<file path="src/verilog/adcsto_pkg.sv">
/*
 * Package for the ADC sample-time and preempted-offset block: register
 * indices, field layouts, reset values and sample-duration table.
 * Assumes a 32-bit register port with one register per index.
 */
package adcsto_pkg;
    // ****************
    // register map
    // ****************
    localparam logic [3:0] ADCSTO_IDX_SAMPLE_TIME = 4'h0;
    localparam logic [3:0] ADCSTO_IDX_OFFSET_1 = 4'h1;
    localparam logic [3:0] ADCSTO_IDX_OFFSET_2 = 4'h2;
    localparam logic [3:0] ADCSTO_IDX_OFFSET_3 = 4'h3;
    localparam logic [3:0] ADCSTO_IDX_OFFSET_4 = 4'h4;
    localparam logic [3:0] ADCSTO_IDX_STATUS = 4'h5;
    localparam int ADCSTO_ADDR_W = 4;

    // ****************
    // fields
    // ****************
    localparam int ADCSTO_NCHAN = 10;
    localparam int ADCSTO_CODE_W = 3;
    localparam int ADCSTO_CHAN_W = 4;
    localparam int ADCSTO_SPT_W = 30;
    localparam int ADCSTO_NPRE = 4;
    localparam int ADCSTO_DATA_W = 12;
    localparam int ADCSTO_CNT_W = 8;
    localparam logic [29:0] ADCSTO_SPT_RESET = 30'h0000_0000;
    localparam logic [11:0] ADCSTO_OFS_RESET = 12'h000;

    // ****************
    // sample durations, whole cycles; the half cycle is the final edge
    // ****************
    localparam logic [7:0] ADCSTO_DUR_000 = 8'h01;
    localparam logic [7:0] ADCSTO_DUR_001 = 8'h07;
    localparam logic [7:0] ADCSTO_DUR_010 = 8'h0d;
    localparam logic [7:0] ADCSTO_DUR_011 = 8'h1c;
    localparam logic [7:0] ADCSTO_DUR_100 = 8'h29;
    localparam logic [7:0] ADCSTO_DUR_101 = 8'h37;
    localparam logic [7:0] ADCSTO_DUR_110 = 8'h47;
    localparam logic [7:0] ADCSTO_DUR_111 = 8'hef;

    typedef enum logic [1:0] {
        ADCSTO_IDLE = 2'b00,
        ADCSTO_SAMPLE = 2'b01,
        ADCSTO_WAIT = 2'b11
    } adcsto_state_t;
endpackage

</file>
<file path="src/verilog/adcsto_dur_lut.sv">
/*
 * Sample-time code to sampling duration in whole clock cycles.
 * Purely combinational; the caller registers the result.
 */
`timescale 1ns/10ps
`default_nettype none
module adcsto_dur_lut
    import adcsto_pkg::*;
(
    input wire logic [2:0] code,
    output logic [7:0] cycles
);
    always_comb begin
        unique case (code)
            3'h0: cycles = ADCSTO_DUR_000;
            3'h1: cycles = ADCSTO_DUR_001;
            3'h2: cycles = ADCSTO_DUR_010;
            3'h3: cycles = ADCSTO_DUR_011;
            3'h4: cycles = ADCSTO_DUR_100;
            3'h5: cycles = ADCSTO_DUR_101;
            3'h6: cycles = ADCSTO_DUR_110;
            3'h7: cycles = ADCSTO_DUR_111;
        endcase
    end
endmodule
`default_nettype wire

</file>
<file path="src/verilog/adcsto_offset_sub.sv">
/*
 * Offset subtractor: raw conversion minus the channel offset.
 * Wraps modulo 2^12, like the stored result; no saturation.
 */
`timescale 1ns/10ps
`default_nettype none
module adcsto_offset_sub
    import adcsto_pkg::*;
(
    input wire logic [11:0] raw,
    input wire logic [11:0] offset,
    output logic [11:0] result
);
    assign result = raw - offset;
endmodule
`default_nettype wire

</file>
<file path="src/verilog/adcsto_top.sv">
/*
 * ADC sample-time selection for channels 0..9 and the four preempted
 * channel data offsets, with a sampling-phase counter and result store.
 * Assumes a plain register port and a converter front end that pulses
 * conv_start with a channel, then later pulses raw_valid with data.
 */
// Decided for this implementation: the register addresses and the plain strobed port.
// Function
// - code selects 1.5 to 239.5 cycles
// - channels 9, 8 at bits 29:27, 26:24
// - channels 7, 6 at bits 23:21, 20:18
// - channels 5, 4 at bits 17:15, 14:12
// - channels 3, 2 at bits 11:9, 8:6
// - channels 1, 0 at bits 5:3, 2:0
// - bits 31:30 reserved, kept zero
// - result is raw minus channel offset
// - 12-bit offset field, upper bits zero
`timescale 1ns/10ps
`default_nettype none
module adcsto_top
    import adcsto_pkg::*;
(
    input wire logic mclk,
    input wire logic rst,
    input wire logic [3:0] addr,
    input wire logic [31:0] wdata,
    input wire logic wr,
    input wire logic rd,
    output logic [31:0] rdata,
    input wire logic conv_start,
    input wire logic [3:0] conv_chan,
    output logic sampling,
    output logic sample_done,
    input wire logic raw_valid,
    input wire logic [1:0] raw_pre_sel,
    input wire logic [11:0] raw_data,
    output logic [11:0] result_data,
    output logic [1:0] result_sel,
    output logic result_valid
);
    // ****************
    // registers
    // ****************
    logic [29:0] sample_time_low_channels;
    logic [11:0] preempted_offset_value [ADCSTO_NPRE];
    adcsto_state_t state;
    logic [7:0] sample_cnt;
    logic [2:0] sel_code;
    logic [7:0] sel_cycles;
    logic [11:0] sub_result;
    logic [11:0] sel_offset;
    logic [31:0] next_rdata;

    // ****************
    // sample-time register write
    // ****************
    always_ff @(posedge mclk or posedge rst) begin
        if (rst) begin
            sample_time_low_channels <= ADCSTO_SPT_RESET;
        end else if (wr && addr == ADCSTO_IDX_SAMPLE_TIME) begin
            // bits 31:30 are not stored, so they stay zero
            sample_time_low_channels <= wdata[ADCSTO_SPT_W-1:0];
        end
    end

    // ****************
    // offset registers, one per preempted channel
    // ****************
    genvar g;
    generate
        for (g = 0; g < ADCSTO_NPRE; g++) begin : g_ofs
            always_ff @(posedge mclk or posedge rst) begin
                if (rst) begin
                    preempted_offset_value[g] <= ADCSTO_OFS_RESET;
                end else if (wr && addr == ADCSTO_IDX_OFFSET_1 + 4'(g)) begin
                    preempted_offset_value[g] <= wdata[ADCSTO_DATA_W-1:0];
                end
            end
        end
    endgenerate

    // ****************
    // read path, data one cycle after the strobe
    // ****************
    always_comb begin
        next_rdata = 32'h0000_0000;
        unique case (addr)
            ADCSTO_IDX_SAMPLE_TIME: begin
                // channel c occupies bits 3c+2:3c, 9 at the top
                next_rdata = {2'b00, sample_time_low_channels};
            end
            ADCSTO_IDX_OFFSET_1: begin
                next_rdata = {20'h00000, preempted_offset_value[0]};
            end
            ADCSTO_IDX_OFFSET_2: begin
                next_rdata = {20'h00000, preempted_offset_value[1]};
            end
            ADCSTO_IDX_OFFSET_3: begin
                next_rdata = {20'h00000, preempted_offset_value[2]};
            end
            ADCSTO_IDX_OFFSET_4: begin
                next_rdata = {20'h00000, preempted_offset_value[3]};
            end
            ADCSTO_IDX_STATUS: begin
                next_rdata = {22'h000000, state, sample_cnt};
            end
            default: begin
                next_rdata = 32'h0000_0000;
            end
        endcase
    end

    always_ff @(posedge mclk or posedge rst) begin
        if (rst) begin
            rdata <= 32'h0000_0000;
        end else if (rd) begin
            rdata <= next_rdata;
        end else begin
            rdata <= 32'h0000_0000;
        end
    end

    // ****************
    // sampling phase
    // ****************
    // channels above 9 live elsewhere; they take code 000 here
    always_comb begin
        if (conv_chan < 4'(ADCSTO_NCHAN)) begin
            sel_code = sample_time_low_channels[conv_chan*ADCSTO_CODE_W +: ADCSTO_CODE_W];
        end else begin
            sel_code = 3'h0;
        end
    end

    adcsto_dur_lut u_lut (
        .code(sel_code),
        .cycles(sel_cycles)
    );

    always_ff @(posedge mclk or posedge rst) begin
        if (rst) begin
            state <= ADCSTO_IDLE;
            sample_cnt <= 8'h00;
            sampling <= 1'b0;
            sample_done <= 1'b0;
        end else begin
            sample_done <= 1'b0;
            unique case (state)
                ADCSTO_IDLE: begin
                    // a start while sampling or in the sample_done cycle is ignored
                    if (conv_start) begin
                        state <= ADCSTO_SAMPLE;
                        sample_cnt <= sel_cycles;
                        sampling <= 1'b1;
                    end
                end
                ADCSTO_SAMPLE: begin
                    if (sample_cnt == 8'h01) begin
                        state <= ADCSTO_WAIT;
                        sample_cnt <= 8'h00;
                        sampling <= 1'b0;
                        sample_done <= 1'b1;
                    end else begin
                        sample_cnt <= sample_cnt - 8'h01;
                    end
                end
                ADCSTO_WAIT: begin
                    state <= ADCSTO_IDLE;
                end
                default: begin
                    state <= ADCSTO_IDLE;
                    sampling <= 1'b0;
                end
            endcase
        end
    end

    // ****************
    // preempted result store
    // ****************
    assign sel_offset = preempted_offset_value[raw_pre_sel];

    adcsto_offset_sub u_sub (
        .raw(raw_data),
        .offset(sel_offset),
        .result(sub_result)
    );

    always_ff @(posedge mclk or posedge rst) begin
        if (rst) begin
            result_data <= 12'h000;
            result_sel <= 2'b00;
            result_valid <= 1'b0;
        end else begin
            result_valid <= raw_valid;
            if (raw_valid) begin
                result_data <= sub_result;
                result_sel <= raw_pre_sel;
            end
        end
    end
endmodule
`default_nettype wire

</file>
<file path="config.mk">
export PLATFORM = sky130hd
export DESIGN_NAME = adcsto_top
export DESIGN_NICKNAME = d
export VERILOG_FILES = /design/src/verilog/adcsto_pkg.sv /design/src/verilog/adcsto_dur_lut.sv /design/src/verilog/adcsto_offset_sub.sv /design/src/verilog/adcsto_top.sv
export SDC_FILE = /design/constraint.sdc
export NUM_CORES = 1
export LEC_CHECK = 0
export BUFFER_PORTS_ARGS = -buffer_cell sky130_fd_sc_hd__buf_2
export CAP_MARGIN = 20
export CORE_UTILIZATION = 50
export DETAILED_ROUTE_END_ITERATION = 16
export PLACE_DENSITY = 0.72
export SYNTH_ARGS = -nofsm -noshare
export SYNTH_HDL_FRONTEND = slang
export SYNTH_SLANG_ARGS = --single-unit
</file>
<file path="constraint.sdc">
create_clock -name mclk -period 5 [get_ports mclk]
set_clock_uncertainty 0.15 [all_clocks]
set_input_delay 0.25 -clock mclk [delete_from_list [all_inputs] [get_ports mclk]]
set_output_delay 0.25 -clock mclk [all_outputs]
set_load 0.01 [all_outputs]
</file>
==> results.toml <==
[clock_tree]
clk_pin_slew_ps = 60
cts_sinks = 135
clk_latency_ps = 420
root_buffer = "clkbuf_16"
cts_made_buffers = 17
ctsHtreeMaxLevel = 4
cts_tree = "built"
clk_path_buf_depth = 2

[sta]
whs_ps = 11.0
finalWorstSetupSlack_ps = 2000
hold_violations = 0
layout_min_cycle_time_ps = 3000
max_freq_mhz = 333
fin_tns_setup_ps = 0
rsz0062_at_grt = "no"
finalSetupViolCount = 0
worst-slew-pin-transition_ps = 749
relSlewSlack_pct = 50.0
slew_viol_final = 0
post-route-period-util_pct = 60.0

[placement]
gp_congestion = 0.856
numPortBuffers = 104
placed_cell_area_um2 = 7340
pre_cts_ws_ps = 1670
dp_hpwl_um = 11300

[layout]
fill_cells = 996
layout_commonest_cell = "dfrtp_1"
nets = 756
register_area_um2 = 3380
postLayoutCellArea_um2 = 8260
drive_above_1_share_pct = 37.1
final_cell_mix = "dfrtp_1 (135), buf_2 (104), mux2_2 (88)"
multi_input_comb_area_um2 = 3100
syn_to_final_growth_pct = 23.8

[global_routing]
grt_max_degree = 56
grt_use_total_pct = 25.3
grt_pass1_wl_um = 26700
grt_pass1_vias = 5134
gr-total-overflow = 0
antenna_found_initial = 1

[floorplan]
start_util_pct = 52.0
design.die.area_um2 = 13800
core_um2 = 12800
rows = 41
fp.dieW_um = 118
die_y_um = 118
boundaryPins = 109

[setup_path]
cp-end-kind = "flop"
worstSetupStartpointType = "flop"
path_cells = "mux4_2, inv_1, ha_1, nor2b_1, o31ai_1, a31oi_1, a211oi_1, xnor2_1, mux2_2"
cpPeakStageDelay_ps = 540
worstSetupPathType = "reg2reg"
worst_path_max_delay_cell = "mux4_2"
cp.required_ps = 5160
critPathArrivalTime_ps = 3160
crit_fanout = 3

[routing]
vias_per_cell = 5.81
wl_um = 16600
drc = 0
first_pass_iters = 5
post_drt_wl_per_cell_um = 19.3
vias = 5017
drt_iter0_drc = 510
ant_nets = 0

[synth]
synth_warnings = 0
netlist_area_um2 = 6680
synth.largest_area_cell = "dfrtp_1"
synth-async-reset-ratio_pct = 100
ys_seq_area_share_pct = 50.6
synth_ff_type = "dfrtp_1"
synth.avg_cell_area_um2 = 12.3
yosysTopAreaCellShare_pct = 50.6
ys_ff_latch = 135
ys_types = 62
synthCells = 541
synth_area_leaders = "dfrtp_1 (51%), mux2_2 (15%), mux4_2 (5.4%)"
synth_edf_count = 0

[status]
status = "finished, final reports clean"

[hold_path]
min_path_type = "in2reg"

[pwr]
p_per_area_nw_per_um2 = 458
p_leak_nw = 3.93
p_total_mw = 3.78
ir_drop_v = 0.000310

[job]
max-cap-violations = 0
final cells by class:
class / count / share of cell area (%)
clock buffer: 22 / 5.86
timing repair buffer: 141 / 10.6
multi-input combinational: 359 / 37.5
sequential: 135 / 40.9
antenna: 1 / 0.0303
tap: 172 / 2.60
clock inverter: 10 / 1.42
inverter: 23 / 1.08
cell families after synthesis:
group	synth area share, %
muxes	22.6
DFF	50.6
buffers and inverters	3.17
AOI/OAI and AO/OA	9.97
other	0.0562
and+or+nand+nor	9.09
xor gates and xnor gates	0.787
adders and majority gates	3.67
layer usage:
| layer | up-vias | track usage (%) | share of wire, % | wire (um) |
|---|---|---|---|---|
| met4 | 0 | 9.29 | 1.8 | 292 |
| met1 | 2527 | 34.0 | 43 | 7170 |
| met2 | 191 | 40.4 | 49 | 8110 |
| met5 | - | 0 | 0 | 0 |
| met3 | 28 | 5.43 | 6.4 | 1070 |
| li1 | 2271 | - | - | - |
registers in the layout, indices dropped and copies added, names as in the netlist:
name	cells
result_sel	2
state	2
result_data	12
sample_cnt	8
sampling	1
sample_time_low_channels	30
preempted_offset_value	48
sample_done	1
result_valid	1
rdata	30
metrics by stage:
stage / util (%) / std cells
after detailed placement: 57.2 / 798
final: 64.4 / 863
after global placement: 57.2 / 798
after CTS: 64.4 / 862
after floorplan: - / 542
after global routing: 64.4 / 863
cells in the mapped netlist (all sizes together) (9+ instances only):
cell and number:
mux2 88, inv 21, and3 20, nor2 33, mux4 16, nand2 25
buf 12, a21oi 33, ha 18, clkbuf 13, dfrtp 135, mux2i 16
o21ai 21, a222oi 12, nor3 9
critical path, delay by kind of cell (launching register included):
kind,cells,cell delay (ps)
buffers and inverters,1,80
XOR/XNOR,1,110
multiplexers,2,800
AND/OR/NAND/NOR,1,140
flip-flops,1,400
adder cells (fa/ha/maj),1,210
AO/OA/AOI/OAI,3,980
what timing repair did:
action,in CTS,in global routing
buffers inserted,0,0
endpoints found under the setup margin,0,0
endpoints found under the hold margin,98,0
hold buffers,32,0
gates resized for setup,0,0
worst paths after layout:
check	from	endpoint	slack, ps	cells past startpoint
max in group asynchronous	rst	preempted_offset_value[39]$_DFFE_PP0P_	3460	4
worst min-delay path	wdata[10]	preempted_offset_value[34]$_DFFE_PP0P_	10	2
worst max register to register	preempted_offset_value[1]$_DFFE_PP0P_	result_data[11]$_DFFE_PP0P_	2000	9
worst max-delay path	preempted_offset_value[1]$_DFFE_PP0P_	result_data[11]$_DFFE_PP0P_	2000	9
min in group asynchronous	rst	rdata[11]$_DFF_PP0_	210	3
worst min register to register	result_data[9]$_DFFE_PP0P_	result_data[9]$_DFFE_PP0P_	330	2
power breakdown:
group	leakage (nW)	switching, mW	internal, mW
Combinational	1.94	0.491	0.495
Clock	0.297	0.472	0.789
Sequential	1.70	0.203	1.33
Total	3.93	1.17	2.61
No activity file was read; power rests on OpenSTA's default activity.
